==> src/verilog/pwm_unit_cfg.svh <==
// constants for the enhanced capture/pwm unit: mode codes, field positions, counts
// assumes inclusion by the unit's design file; the unit package does not include it
`ifndef PWM_UNIT_CFG_SVH
`define PWM_UNIT_CFG_SVH

// ----------------------------------------------------------------
// clocking
// ----------------------------------------------------------------
`define REF_CLK_MHZ 100
`define INSTR_DIV_LAST 2'h3

// ----------------------------------------------------------------
// unit_mode_bits fields
// ----------------------------------------------------------------
`define MODE_PWM_HI 3
`define MODE_PWM_LO 2
`define MODE_PWM_CODE 2'h3
`define MODE_SPECIAL_EVENT 4'hb
`define POL_AC_LOW_BIT 1
`define POL_BD_LOW_BIT 0

// ----------------------------------------------------------------
// dead band and shutdown sources
// ----------------------------------------------------------------
`define DEADBAND_MAX 7'h7f
`define SRC_PIN_BIT 0
`define SRC_CMP_BIT 1

// ----------------------------------------------------------------
// reset values
// ----------------------------------------------------------------
`define TIMER1_RESET 16'h0000
`define TIMER2_RESET 8'h00

`endif

==> src/verilog/pwm_unit_pkg.sv <==
// types shared by the enhanced capture/pwm unit
// assumes the config header sits beside it
package pwm_unit_pkg;

  // output configuration, listed in output_config_bits code order
  typedef enum logic [1:0] {
    CFG_SINGLE,
    CFG_FULL_FWD,
    CFG_HALF,
    CFG_FULL_REV
  } out_cfg_e;

endpackage

==> src/verilog/input_sync.sv <==
// two-stage synchroniser for pins arriving from outside the clock domain
// assumes a single clock and an active-low asynchronous reset
`timescale 1ns/10ps
`default_nettype none

module input_sync #(
  parameter int WIDTH = 1
) (
  input wire logic clk,
  input wire logic rst_b,
  input wire logic [WIDTH-1:0] async_in,
  output logic [WIDTH-1:0] sync_out
);

  logic [WIDTH-1:0] meta_reg;

  // first stage feeds only the second stage
  always_ff @(posedge clk or negedge rst_b) begin
    if (!rst_b) begin
      meta_reg <= '0;
      sync_out <= '0;
    end else begin
      meta_reg <= async_in;
      sync_out <= meta_reg;
    end
  end

endmodule

`default_nettype wire

==> src/verilog/enhanced_pwm_unit.sv <==
// enhanced capture/pwm unit: timer1 special event, pwm time base, dead band,
// output steering, polarity and auto-shutdown with optional restart
// assumes software-side inputs come from logic on REF_CLK; shutdown pins are async
//
// Function
// [RL1] special event resets timer1 pair
// [RL2] pin use follows mode bits
// [RL3] half-bridge drives signal and complement
// [RL4] deadband_count delays each active edge
// [RL5] dead band beyond duty keeps output inactive
// [RL6] auto_restart_enable permits automatic restart
// [RL7] auto restart: flag follows shutdown cause
// [RL8] no auto restart: flag sticky until cleared
// [RL9] resume only at next period start
// [RL10] flag writes ignored during shutdown cause
// [RL11] comparator shutdown always level sensitive
// [RL12] writing one forces shutdown state
// [RL13] polarity chosen per output pair
// [RL14] software sets polarity before enabling pins
// [RL15] software waits one cycle before pins
// [RL16] period flag set at second period
// [RL17] software clears direction bits for a/b
// [RL18] pins undriven after reset until configured
// [RL19] pwm uses timer2, compare uses timer1
// [RL20] software selects config and mode bits
// [RL21] shutdown holds outputs at inactive level
`include "pwm_unit_cfg.svh"
`timescale 1ns/10ps
`default_nettype none

module enhanced_pwm_unit (
  input wire logic REF_CLK,
  input wire logic RST_B,
  input wire logic [3:0] UNIT_MODE_BITS,
  input wire logic [1:0] OUTPUT_CONFIG_BITS,
  input wire logic [6:0] DEADBAND_COUNT,
  input wire logic AUTO_RESTART_ENABLE,
  input wire logic [7:0] PERIOD_VALUE,
  input wire logic [7:0] DUTY_VALUE,
  input wire logic [15:0] COMPARE_VALUE,
  input wire logic [1:0] SHUTDOWN_SOURCE_ENABLE,
  input wire logic SHUTDOWN_PIN,
  input wire logic COMPARATOR_TRIP,
  input wire logic FLAG_WRITE,
  input wire logic FLAG_WRITE_DATA,
  input wire logic PERIOD_FLAG_CLEAR,
  input wire logic [3:0] PIN_DIR_OUTPUT,
  output logic [15:0] TIMER1_COUNT,
  output logic SPECIAL_EVENT,
  output logic SHUTDOWN_EVENT_FLAG,
  output logic TIMEBASE_PERIOD_FLAG,
  output logic PWM_OUT_A,
  output logic PWM_OUT_B,
  output logic PWM_OUT_C,
  output logic PWM_OUT_D,
  output logic PWM_OUT_A_OE,
  output logic PWM_OUT_B_OE,
  output logic PWM_OUT_C_OE,
  output logic PWM_OUT_D_OE
);

  // ----------------------------------------------------------------
  // declarations
  // ----------------------------------------------------------------
  logic [1:0] div_reg;
  logic [15:0] timer1_count_pair_reg;
  logic sev_reg;
  logic [7:0] tmr2_reg;
  logic run_reg;
  logic raw_reg;
  logic [6:0] db_reg;
  logic flag_reg;
  logic forced_reg;
  logic pflag_reg;
  logic [3:0] out_reg;
  logic [1:0] sd_sync;
  logic ice;
  logic pwm_mode;
  logic sev_mode;
  logic sev_hit;
  logic period_start;
  logic raw;
  logic db_done;
  logic act_a;
  logic act_b;
  logic cause;
  logic pol_ac;
  logic pol_bd;
  logic [3:0] act;
  logic [3:0] used;
  logic [3:0] level;
  pwm_unit_pkg::out_cfg_e cfg;

  // shutdown pins come from outside the clock domain
  input_sync #(.WIDTH(2)) u_sd_sync (
    .clk(REF_CLK),
    .rst_b(RST_B),
    .async_in({COMPARATOR_TRIP, SHUTDOWN_PIN}),
    .sync_out(sd_sync)
  );

  // ----------------------------------------------------------------
  // decode
  // ----------------------------------------------------------------
  // instruction cycle is one in four reference clocks
  assign ice = (div_reg == `INSTR_DIV_LAST);
  assign pwm_mode = (UNIT_MODE_BITS[`MODE_PWM_HI:`MODE_PWM_LO] == `MODE_PWM_CODE);
  assign sev_mode = (UNIT_MODE_BITS == `MODE_SPECIAL_EVENT);
  assign cfg = pwm_unit_pkg::out_cfg_e'(OUTPUT_CONFIG_BITS);
  // [RL19] timer2 period base
  assign period_start = pwm_mode && ice && (tmr2_reg == PERIOD_VALUE);
  // [RL1] compare match trigger
  assign sev_hit = sev_mode && ice && (timer1_count_pair_reg == COMPARE_VALUE);
  assign raw = run_reg && (tmr2_reg < DUTY_VALUE);
  // [RL11] comparator cause is a live level
  assign cause = (sd_sync[`SRC_PIN_BIT] && SHUTDOWN_SOURCE_ENABLE[`SRC_PIN_BIT])
               || (sd_sync[`SRC_CMP_BIT] && SHUTDOWN_SOURCE_ENABLE[`SRC_CMP_BIT]);

  // ----------------------------------------------------------------
  // dead band and steering
  // ----------------------------------------------------------------
  // [RL4] active edge waits deadband_count cycles
  assign db_done = (db_reg >= DEADBAND_COUNT);
  // [RL5] dead band longer than duty never reaches active
  assign act_a = raw_reg && db_done;
  // [RL3] complement on b with its own delay
  assign act_b = !raw_reg && db_done;
  // [RL2] pin use per output configuration
  assign act = (cfg == pwm_unit_pkg::CFG_HALF) ? {2'b00, act_b, act_a} :
               (cfg == pwm_unit_pkg::CFG_FULL_FWD) ? {raw_reg, 3'b001} :
               (cfg == pwm_unit_pkg::CFG_FULL_REV) ? {2'b01, raw_reg, 1'b0} :
               {3'b000, raw_reg};
  assign used = !pwm_mode ? 4'h0 :
                (cfg == pwm_unit_pkg::CFG_SINGLE) ? 4'h1 :
                (cfg == pwm_unit_pkg::CFG_HALF) ? 4'h3 : 4'hf;
  // [RL13] per-pair polarity
  assign pol_ac = UNIT_MODE_BITS[`POL_AC_LOW_BIT];
  assign pol_bd = UNIT_MODE_BITS[`POL_BD_LOW_BIT];
  // [RL21] stopped outputs sit at the inactive level
  assign level = (run_reg ? act : 4'h0) ^ {pol_bd, pol_ac, pol_bd, pol_ac};

  // divider and timer1; special event clears the pair
  always_ff @(posedge REF_CLK or negedge RST_B) begin
    if (!RST_B) begin
      div_reg <= 2'h0;
      timer1_count_pair_reg <= `TIMER1_RESET;
      sev_reg <= 1'b0;
    end else begin
      div_reg <= div_reg + 2'h1;
      sev_reg <= sev_hit;
      if (sev_hit) begin
        timer1_count_pair_reg <= `TIMER1_RESET;
      end else if (ice) begin
        timer1_count_pair_reg <= timer1_count_pair_reg + 16'h0001;
      end
    end
  end

  // timer2 base, modulated level and dead band counter
  always_ff @(posedge REF_CLK or negedge RST_B) begin
    if (!RST_B) begin
      tmr2_reg <= `TIMER2_RESET;
      raw_reg <= 1'b0;
      db_reg <= 7'h00;
    end else if (!pwm_mode) begin
      tmr2_reg <= `TIMER2_RESET;
      raw_reg <= 1'b0;
      db_reg <= 7'h00;
    end else if (ice) begin
      tmr2_reg <= period_start ? `TIMER2_RESET : tmr2_reg + 8'h01;
      raw_reg <= raw;
      if (raw != raw_reg) begin
        db_reg <= 7'h00;
      end else if (db_reg != `DEADBAND_MAX) begin
        db_reg <= db_reg + 7'h01;
      end
    end
  end

  // shutdown flag: a live cause beats any write, so writes are void meanwhile
  always_ff @(posedge REF_CLK or negedge RST_B) begin
    if (!RST_B) begin
      flag_reg <= 1'b0;
      forced_reg <= 1'b0;
    end else if (cause) begin
      // [RL10] cause wins over writes
      flag_reg <= 1'b1;
    end else if (FLAG_WRITE) begin
      // [RL12] writing one forces shutdown
      flag_reg <= FLAG_WRITE_DATA;
      forced_reg <= FLAG_WRITE_DATA;
    end else if (AUTO_RESTART_ENABLE && !forced_reg) begin
      // [RL6] [RL7] restart clears once cause is gone; [RL8] otherwise held
      flag_reg <= 1'b0;
    end
  end

  // run gate: stops at once, restarts only on a period boundary
  always_ff @(posedge REF_CLK or negedge RST_B) begin
    if (!RST_B) begin
      run_reg <= 1'b0;
    end else if (!pwm_mode || flag_reg) begin
      run_reg <= 1'b0;
    end else if (period_start) begin
      // [RL9] resume at next period
      run_reg <= 1'b1;
    end
  end

  // period flag is set on each rollover, first at the start of period two
  always_ff @(posedge REF_CLK or negedge RST_B) begin
    if (!RST_B) begin
      pflag_reg <= 1'b0;
    end else if (period_start) begin
      // [RL16] set at period boundary
      pflag_reg <= 1'b1;
    end else if (PERIOD_FLAG_CLEAR) begin
      pflag_reg <= 1'b0;
    end
  end

  // output pin levels
  always_ff @(posedge REF_CLK or negedge RST_B) begin
    if (!RST_B) begin
      out_reg <= 4'h0;
    end else begin
      out_reg <= level;
    end
  end

  // [RL18] pins driven only when configured as outputs in use
  assign {PWM_OUT_D_OE, PWM_OUT_C_OE, PWM_OUT_B_OE, PWM_OUT_A_OE} = used & PIN_DIR_OUTPUT;
  assign {PWM_OUT_D, PWM_OUT_C, PWM_OUT_B, PWM_OUT_A} = out_reg;
  assign TIMER1_COUNT = timer1_count_pair_reg;
  assign SPECIAL_EVENT = sev_reg;
  assign SHUTDOWN_EVENT_FLAG = flag_reg;
  assign TIMEBASE_PERIOD_FLAG = pflag_reg;

  // ----------------------------------------------------------------
  // assertions
  // ----------------------------------------------------------------
  property p_sev_clear;
    @(posedge REF_CLK) disable iff (!RST_B)
      sev_hit |=> (timer1_count_pair_reg == 16'h0000) && sev_reg;
  endproperty
  a_sev_clear: assert property (p_sev_clear) else $error("timer1 not cleared by event"); // [RL1]

  property p_pin_use;
    @(posedge REF_CLK) disable iff (!RST_B)
      (cfg != pwm_unit_pkg::CFG_FULL_FWD && cfg != pwm_unit_pkg::CFG_FULL_REV)
        |-> !PWM_OUT_C_OE && !PWM_OUT_D_OE;
  endproperty
  a_pin_use: assert property (p_pin_use) else $error("c or d driven outside quad"); // [RL2]

  property p_half_compl;
    @(posedge REF_CLK) disable iff (!RST_B)
      (cfg == pwm_unit_pkg::CFG_HALF && DEADBAND_COUNT == 7'h00 && run_reg)
        |-> (act[0] != act[1]);
  endproperty
  a_half_compl: assert property (p_half_compl) else $error("half bridge not complementary"); // [RL3]

  property p_dead_band;
    @(posedge REF_CLK) disable iff (!RST_B)
      (act_a || act_b) |-> (db_reg >= DEADBAND_COUNT) && !(act_a && act_b);
  endproperty
  a_dead_band: assert property (p_dead_band) else $error("active before dead band"); // [RL4]

  property p_auto_clear;
    @(posedge REF_CLK) disable iff (!RST_B)
      (flag_reg && AUTO_RESTART_ENABLE && !forced_reg && !cause && !FLAG_WRITE)
        |=> !flag_reg;
  endproperty
  a_auto_clear: assert property (p_auto_clear) else $error("auto restart flag stuck"); // [RL7]

  property p_sticky;
    @(posedge REF_CLK) disable iff (!RST_B)
      (flag_reg && !AUTO_RESTART_ENABLE && !FLAG_WRITE) |=> flag_reg;
  endproperty
  a_sticky: assert property (p_sticky) else $error("flag cleared without write"); // [RL8]

  property p_resume;
    @(posedge REF_CLK) disable iff (!RST_B)
      $rose(run_reg) |-> $past(period_start) && !$past(flag_reg);
  endproperty
  a_resume: assert property (p_resume) else $error("resumed mid period"); // [RL9]

  property p_write_void;
    @(posedge REF_CLK) disable iff (!RST_B)
      (cause && FLAG_WRITE && !FLAG_WRITE_DATA) |=> flag_reg;
  endproperty
  a_write_void: assert property (p_write_void) else $error("flag lost during cause"); // [RL10]

  property p_force;
    @(posedge REF_CLK) disable iff (!RST_B)
      (FLAG_WRITE && FLAG_WRITE_DATA) |=> flag_reg ##1 !run_reg;
  endproperty
  a_force: assert property (p_force) else $error("forced shutdown not entered"); // [RL12]

  property p_period_flag;
    @(posedge REF_CLK) disable iff (!RST_B)
      period_start |=> TIMEBASE_PERIOD_FLAG && (tmr2_reg == 8'h00);
  endproperty
  a_period_flag: assert property (p_period_flag) else $error("period flag not set"); // [RL16]

  property p_shut_level;
    @(posedge REF_CLK) disable iff (!RST_B)
      flag_reg ##1 flag_reg |=> (out_reg == {pol_bd, pol_ac, pol_bd, pol_ac});
  endproperty
  a_shut_level: assert property (p_shut_level) else $error("output active in shutdown"); // [RL21]

endmodule

`default_nettype wire

==> config.mk <==
export PLATFORM = sky130hd
export DESIGN_NAME = enhanced_pwm_unit
export DESIGN_NICKNAME = d
export VERILOG_FILES = /design/src/verilog/pwm_unit_pkg.sv /design/src/verilog/input_sync.sv /design/src/verilog/enhanced_pwm_unit.sv
export VERILOG_INCLUDE_DIRS = /design/src /design/src/verilog
export SDC_FILE = /design/constraint.sdc
export NUM_CORES = 1
export LEC_CHECK = 0
export BUFFER_PORTS_ARGS = -buffer_cell sky130_fd_sc_hd__buf_2
export CAP_MARGIN = 20
export CORE_ASPECT_RATIO = 1.75
export CORE_MARGIN = 2
export CORE_UTILIZATION = 55
export CTS_CLUSTER_DIAMETER = 50
export DETAILED_ROUTE_END_ITERATION = 7
export PLACE_DENSITY = 0.85
export SYNTH_ARGS = -nofsm -noshare
export SYNTH_HDL_FRONTEND = slang
export SYNTH_SLANG_ARGS = --single-unit
==> constraint.sdc <==
create_clock -name REF_CLK -period 3.5 [get_ports REF_CLK]
set_input_delay 0.175 -clock REF_CLK [delete_from_list [all_inputs] [get_ports REF_CLK]]
set_output_delay 0.175 -clock REF_CLK [all_outputs]
set_load 0.05 [all_outputs]
* Word level (Yosys, flattened, before mapping)
Index checks and enable logic that the tools add are counted.
Word-level totals: register bits 47, bits in latches 0, memory bits (read-only) 0, memories 0, word-level logic and storage cells 81, bits in writable memories 0
Operators by class: bitwise gates (word level) 3, multipliers 0, multiplexer cells 25, order comparisons 2, shift-type cells 0, divide/modulo/power cells 0, reductions and logical operators 22, $add $sub $neg 4, eq/ne operators 12
Operators with widths (number):
- 16-bit two-way mux | 2
- 7-bit two-way mux | 4
- 4-bit two-way mux | 6
- 8-bit two-way mux | 3
- 16-bit by 1-bit adder with 16-bit output (second input constant) | 1
- 16-bit equality test | 1
- 1-bit logical AND | 10
- 1-bit two-way mux | 9
- 8-bit by 1-bit adder with 8-bit output (second input constant) | 1
- 2-bit equality test (second input constant) | 4
- 8-bit equality test | 1
- 8-bit < comparator | 1
- 7-bit by 1-bit adder with 7-bit output (second input constant) | 1
- 7-bit greater-or-equal comparator | 1
- 7-bit inequality test (second input constant) | 1
- 2-bit nonzero test | 3
- 4-bit bitwise AND | 1
- 4-bit equality test (second input constant) | 1
- 2-bit AND reduction | 2
- 4-bit bitwise XOR | 1
- 1-bit logical NOT | 3
- 3-bit two-way mux | 1
- 3-bit by 1-bit inequality test with 1-bit output (second input constant) | 1
- 3-bit nonzero test | 1
- other kinds (7) | 8

* Longest topological paths before layout
Gate-level depths: netlist of run 1.
depth after elaboration 6, mapped depth 8

* By module
From an unflattened synthesis of run 1, not the netlist that was laid out.
Unflattened totals: cells, all modules 305, area, all modules 2824.0 µm²
By module, submodules not included:
- enhanced_pwm_unit | area an instance 2723.9 µm², cells an instance 301, instances 1
- input_sync | area an instance 100.1 µm², cells an instance 4, instances 1

* Worst setup path after synthesis of run 1
Ideal clock, no wire load.
path type register to register, from register tmr2_reg[6], to register db_reg[2], buffers on the path 0, required time 3.355 ns, arrival 1.956 ns, clock period less this slack 2.102 ns, cell stages (with the launch flop) 7, slack 1.398 ns, cells stage by stage dfrtp_1 > ha_1 > a21o_1 > a211o_1 > a211oi_2 > mux2i_1 > nor4_1
Between the ends: cells in the longest elaborated chain, start to end 6, elaborated cells on any way between the ends 8, those cells by class order compare: 1; eq/ne: 2; mux: 3; reduce/logical: 2
Ends and longest elaborated chain:
- start, declared | RTL line enhanced_pwm_unit.sv:68 | logic [7:0] tmr2_reg;
- start signal, assigned | RTL line enhanced_pwm_unit.sv:162 | tmr2_reg <= `TIMER2_RESET;
- start signal, assigned | RTL line enhanced_pwm_unit.sv:166 | tmr2_reg <= `TIMER2_RESET;
- start signal, assigned | RTL line enhanced_pwm_unit.sv:170 | tmr2_reg <= period_start ? `TIMER2_RESET : tmr2_reg + 8'h01;
- 8-bit < comparator * | RTL line enhanced_pwm_unit.sv:114 | assign raw = run_reg && (tmr2_reg < DUTY_VALUE);
- 1-bit logical AND * | RTL line enhanced_pwm_unit.sv:114
- 1-bit inequality test * | RTL line enhanced_pwm_unit.sv:172 | if (raw != raw_reg) begin
- 7-bit two-way mux | RTL line enhanced_pwm_unit.sv:172
- 7-bit two-way mux | RTL line enhanced_pwm_unit.sv:169 | end else if (ice) begin
- 7-bit two-way mux | RTL line enhanced_pwm_unit.sv:165 | end else if (!pwm_mode) begin
- end signal, assigned | RTL line enhanced_pwm_unit.sv:175 | db_reg <= db_reg + 7'h01;
- end, declared | RTL line enhanced_pwm_unit.sv:71 | logic [6:0] db_reg;
Every way passes the cells marked *; elsewhere a longest branch is shown, timed or not. The select of a mux whose other input is x is not followed. A chain may end at the register's enable or synchronous reset.

* Worst setup path after layout of run 1
Ends and elaborated chain as after synthesis.

==> results_dict.tcl, run 1 <==
set metrics [dict create \
    status "finished clean" \
    grt_pass1_vias 2483 \
    timing.rr.end "db_reg[2]" \
    clk_pin_slew_ns 0.08 \
    dieHeight_um 98.4 \
    synth-seq-area-share_pct 42.0 \
    maxCapViolations 0 \
    cts_tree "done" \
    synth_area_mm2 0.00280 \
    worstPathRequired_ns 3.66 \
    period_minus_slack_ns 2.37 \
    layout.nets 463 \
    grt_max_degree 48 \
    combPwrFrac_pct 11.5 \
    grt_util_met2_pct 44.1 \
    relSlewSlack_pct 36.3 \
    synth_cells 296 \
    met3_usage_pct 4.59 \
    start_kind "flop" \
    use_met1_pct 26.2 \
    rsz0062_at_grt "false" \
    place_congestion 0.858 \
    place_area_mm2 0.00327 \
    cts_buffer_depth 2 \
    synth_area_leader_cell "dfrtp_1" \
    netSwitchingPower_w 0.000259 \
    synth_cell_type_count 37 \
    synthMostInstantiatedCell "dfrtp_1" \
    post-dp-hpwl_um 5050 \
    period_share_pct 67.6 \
    hold_viol_final 0 \
    grt.total_usage_pct 24.3 \
    endpoint_kind "flop" \
    place_inst 428 \
    regToRegSetupSlack_ns 1.13 \
    min_path_type "in2reg" \
    p_leak_nw 1.77 \
    power_frac_clock_pct 36.6 \
    fin_skew_ns 0.00851 \
    finalSetupViolations 0 \
    grt-ovfl-total 0 \
    max_freq_mhz 422 \
    tightest_slew_ns 0.950 \
    firstDrtPassIters 4 \
    synth_top_area_share_pct 42.0 \
    drt_iter0_drc 56 \
    async_flop_share_pct 100 \
    htree_levels 2 \
    ir_worst_vdd_uv 405 \
    fin_area_mm2 0.00343 \
    tns_ns 0 \
    n_antenna_cell 0 \
    avgSynthCellArea_um2 9.47 \
    wl_per_cell_um 15.0 \
    synth-seq-cells 47 \
    crit_end "db_reg[2]" \
    vias_per_cell 5.70 \
    power_density_mw_per_mm2 312 \
    drive_above_1_share_pct 26.2 \
    antenna_left 0 \
    synth_fp_nets 373 \
    root_buffer "clkbuf_8" \
    start_util_pct 56.8 \
    startpoint "tmr2_reg[6]" \
    port_buffers 85 \
    vias 2510 \
    path_class "reg2reg" \
    numCtsBuffers 5 \
    worstRegToRegCells 6 \
    synth_ff_type "dfrtp_1" \
    wl_um 6590 \
    ctsHoldBuffers 2 \
    seqPwrFrac_pct 51.9 \
    slew_viol_final 0 \
    core_area_mm2 0.00493 \
    die_width_um 58.0 \
    area_growth_pct 22.4 \
    synth.area.top_cells "dfrtp_1 42%, xor2_1 9.7%, ha_1 8.0%" \
    grt_pass1_wl_um 10900 \
    io-pin-count 86 \
    clk_latency_ns 0.30 \
    cts_setup_buffers 0 \
    synth_edf_count 0 \
    r2r_start "tmr2_reg[6]" \
    largest_reg_flops 16 \
    core.rowCount 34 \
    cts_sinks 47 \
    antenna_found_initial 0 \
    gr-max-usage-layer "met2" \
    critical_path_arrival_ns 2.53 \
    die-area_mm2 0.00571 \
    p_int_w 0.000811 \
    stdcell_count 440 \
    synth_common_cells "47 x dfrtp_1, 31 x xor2_1, 23 x nor2_1, 22 x inv_1, 18 x ha_1" \
    ctsResizeCount 0 \
    drcViolationCount 0 \
    ys_warn_count 0 \
    crit_fanout 7 \
    switching_share_pct 24.2 \
]
## through the flow
stage               utilization, %  power [W]  hold slack (ns)  setup slack, ns
floorplan                        -   0.000623           -0.121             1.40
global placement              66.3   0.000680            0.284             1.28
detailed placement            66.3   0.000685            0.284             1.17
CTS                           68.8    0.00107           0.0589             1.14
global route                  69.5    0.00111           0.0522             1.03
finish                        69.5    0.00107           0.0693             1.13
## power by group through the flow
stage	registers [W]	clock network, W	logic [W]
after floorplan	0.000579	0	0.0000441
after global placement	0.000566	0	0.000114
after detailed placement	0.000566	0	0.000119
after CTS	0.000555	0.000394	0.000121
after global routing	0.000556	0.000422	0.000136
final	0.000555	0.000392	0.000123
## area by class of cell
class | instances | area [µm²]
clock inverters | 2 | 37.5
clock buffers | 5 | 68.8
repair buffers | 91 | 488
flip-flops and latches | 47 | 1180
multi-input cells | 219 | 1510
inverters | 22 | 82.6
well taps | 54 | 67.6
fillers | 392 | 1500
## per-layer routing
metal	wire, µm	share of wire (%)
met3	253	3.8
met5	0	0
met1	2440	37
met2	3660	56
met4	226	3.4
## worst min path at each step
| stage | startpoint | end | slack [ns] | depth (start not counted) |
|---|---|---|---|---|
| after detailed placement | COMPARATOR_TRIP | u_sd_sync.meta_reg[1] | 0.28 | 1 |
| after global placement | COMPARATOR_TRIP | u_sd_sync.meta_reg[1] | 0.28 | 1 |
| final | PERIOD_FLAG_CLEAR | TIMEBASE_PERIOD_FLAG | 0.07 | 2 |
| after global routing | PERIOD_FLAG_CLEAR | TIMEBASE_PERIOD_FLAG | 0.05 | 2 |
| after floorplan | RST_B | SHUTDOWN_EVENT_FLAG | -0.12 | 0 |
| after CTS | PERIOD_FLAG_CLEAR | TIMEBASE_PERIOD_FLAG | 0.06 | 2 |
## placed cells by master (no fill, tap or decap), types with 9 or more instances in the layout
| cell type | count |
|---|---|
| dfrtp_1 | 47 |
| and3_1 | 13 |
| nor2_1 | 23 |
| nor3_1 | 10 |
| buf_2 | 85 |
| ha_1 | 18 |
| a21oi_1 | 10 |
| o21ai_0 | 9 |
| nand3_1 | 17 |
| nand2_1 | 17 |
| inv_1 | 22 |
| xnor2_1 | 13 |
| xor2_1 | 31 |
| nand4_1 | 10 |
## worst max-delay path, stage by stage (launching register included)
cell,delay (ns)
dfrtp_1,0.44
ha_1,0.32
a21o_1,0.19
a211o_1,0.29
a211oi_2,0.26
mux2i_1,0.60
nor4_1,0.13
## logic make-up after synthesis
| family | after synthesis | synth area share, % |
|---|---|---|
| xor+xnor | 44 | 13.8 |
| compound gates | 40 | 9.69 |
| flops | 47 | 42.0 |
| buf+inv | 30 | 4.15 |
| mux | 5 | 1.87 |
| simple gates | 112 | 20.5 |
| fa+ha+maj | 18 | 8.04 |
(Power assumes the default switching activity.)
==> inputs of run 2 (changes only) <==
--- a/config.mk
+++ b/config.mk
@@ -10,10 +10,10 @@
 export CAP_MARGIN = 20
 export CORE_ASPECT_RATIO = 1.75
 export CORE_MARGIN = 2
-export CORE_UTILIZATION = 55
+export CORE_UTILIZATION = 52
 export CTS_CLUSTER_DIAMETER = 50
 export DETAILED_ROUTE_END_ITERATION = 7
-export PLACE_DENSITY = 0.85
+export PLACE_DENSITY = 0.81
 export SYNTH_ARGS = -nofsm -noshare
 export SYNTH_HDL_FRONTEND = slang
 export SYNTH_SLANG_ARGS = --single-unit
==> constraint.sdc (replaced) <==
create_clock -name REF_CLK -period 2.47 [get_ports REF_CLK]
set_input_delay 0.1235 -clock REF_CLK [delete_from_list [all_inputs] [get_ports REF_CLK]]
set_output_delay 0.1235 -clock REF_CLK [all_outputs]
set_load 0.05 [all_outputs]
==> run 2 against run 1 <==
  * Maximum frequency up 6.8%
  * Hold slack worse by 0.056 ns
  * First-iteration DRC count up 77%
  * Largest power group unchanged
  * Via count down 2.0%
  * Wire length down 2.5%
  * Cell count up 1.1%
  * Utilization down 3.5 points
  * Global-route usage down 1.1 points
  * Count of clock-buffer cells in the layout up 1
  * Die area up 5.5%
==> results_dict.tcl, run 2 (same netlist as run 1, synthesis figures left out) <==
set metrics [dict create \
    fin_area_mm2 0.00344 \
    max_freq_mhz 451 \
    worstPathRequired_ns 2.65 \
    ir_worst_vdd_uv 491 \
    rsz0062_at_grt "false" \
    status "finished clean" \
    grt.total_usage_pct 23.2 \
    period_share_pct 89.7 \
    hold_viol_final 0 \
    area_growth_pct 22.7 \
    drt_iter0_drc 99 \
    cts_tree "done" \
    grt_max_degree 48 \
    relSlewSlack_pct 63.6 \
    maxCapViolations 0 \
    p_total_w 0.00138 \
    vias_per_cell 5.53 \
    cts_setup_buffers 0 \
    layout.nets 468 \
    critical_path_arrival_ns 2.39 \
    slew_viol_final 0 \
    grt_pass1_wl_um 10700 \
    final_common_cell "buf_2" \
    place_congestion 0.846 \
    start_kind "flop" \
    antenna_found_initial 0 \
    ctsResizeCount 0 \
    vias 2461 \
    grt-ovfl-total 0 \
    drive_above_1_share_pct 26.7 \
    wl_um 6420 \
    clk_pin_slew_ns 0.08 \
    finalSetupViolations 0 \
    dieHeight_um 101 \
    final_cell_mix "85 x buf_2, 47 x dfrtp_1, 31 x xor2_1" \
    tightest_slew_ns 0.541 \
    wl_per_cell_um 14.4 \
    cts_buffer_depth 2 \
    period_minus_slack_ns 2.22 \
    core.rowCount 35 \
    stdcell_count 445 \
    largest_reg_flops 16 \
    io-pin-count 86 \
    n_antenna_cell 0 \
    numCtsBuffers 5 \
    drcViolationCount 0 \
    root_buffer "clkbuf_8" \
    p_leak_nw 1.78 \
    tns_ns 0 \
    post-dp-hpwl_um 5080 \
    cts_sinks 47 \
    die-area_mm2 0.00602 \
    min_path_type "in2reg" \
    grt_pass1_vias 2444 \
    firstDrtPassIters 5 \
    endpoint_kind "flop" \
    htree_levels 2 \
    core_area_mm2 0.00521 \
    clk_latency_ns 0.29 \
    port_buffers 85 \
    die_width_um 59.5 \
    place_area_mm2 0.00332 \
    crit_fanout 7 \
    antenna_left 0 \
    fin_skew_ns 0.00800 \
    power_density_mw_per_mm2 402 \
    hold_slack_ns 0.0129 \
    place_inst 435 \
    path_class "reg2reg" \
    start_util_pct 53.8 \
]
[run 2: path summary, 6_finish.rpt]
check,from,to,slack [ns],depth (start not counted)
setup / recovery,tmr2_reg[6],db_reg[2],0.25,7
hold / removal,PERIOD_FLAG_CLEAR,TIMEBASE_PERIOD_FLAG,0.01,2
setup reg to reg,tmr2_reg[6],db_reg[2],0.25,7
hold reg to reg,u_sd_sync.meta_reg[0],u_sd_sync.sync_out[0],0.35,0
max in group asynchronous,RST_B,TIMER1_COUNT[0],1.88,3
min in group asynchronous,RST_B,SPECIAL_EVENT,0.17,2
[run 2: per-layer routing]
layer	share of wire, %	vias to the layer above	global-route usage, %
met4	2.9	0	10.1
met3	3.3	15	4.24
li1	-	1223	-
met5	0	-	0
met1	36	1171	24.9
met2	58	52	42.7
[run 2: per-stage QoR]
step / utilization, % / worst slack (ns)
floorplan: - / 0.368
global placement: 63.5 / 0.381
detailed placement: 63.6 / 0.276
CTS: 65.4 / 0.249
global route: 66.0 / 0.0786
finish: 66.0 / 0.254
[run 2: critical path, cell delays in order, from the launching register on]
cell	delay (ns)
dfrtp_1	0.44
ha_1	0.31
a21o_1	0.18
a211o_1	0.30
a211oi_2	0.28
mux2i_1	0.12
buf_4	0.17
nor4_1	0.29
[run 2: layout make-up]
cell class / instances / area, µm²
inverter: 22 / 82.6
clock buffer: 6 / 72.6
timing repair buffer: 96 / 528
tap: 55 / 68.8
multi-input combinational: 219 / 1510
fill: 445 / 1770
sequential: 47 / 1180
[run 2: what timing repair did]
action | 4_1_cts | 5_1_grt
hold buffers | 2 | 1
endpoints found under the setup margin | 0 | 0
hold endpoints to repair | 2 | 47
[run 2: power by group]
part | switching (W) | internal, W | total (W)
Combinational | 0.000101 | 0.0000743 | 0.000175
Clock | 0.000232 | 0.000189 | 0.000421
Sequential | 0.00000631 | 0.000781 | 0.000787
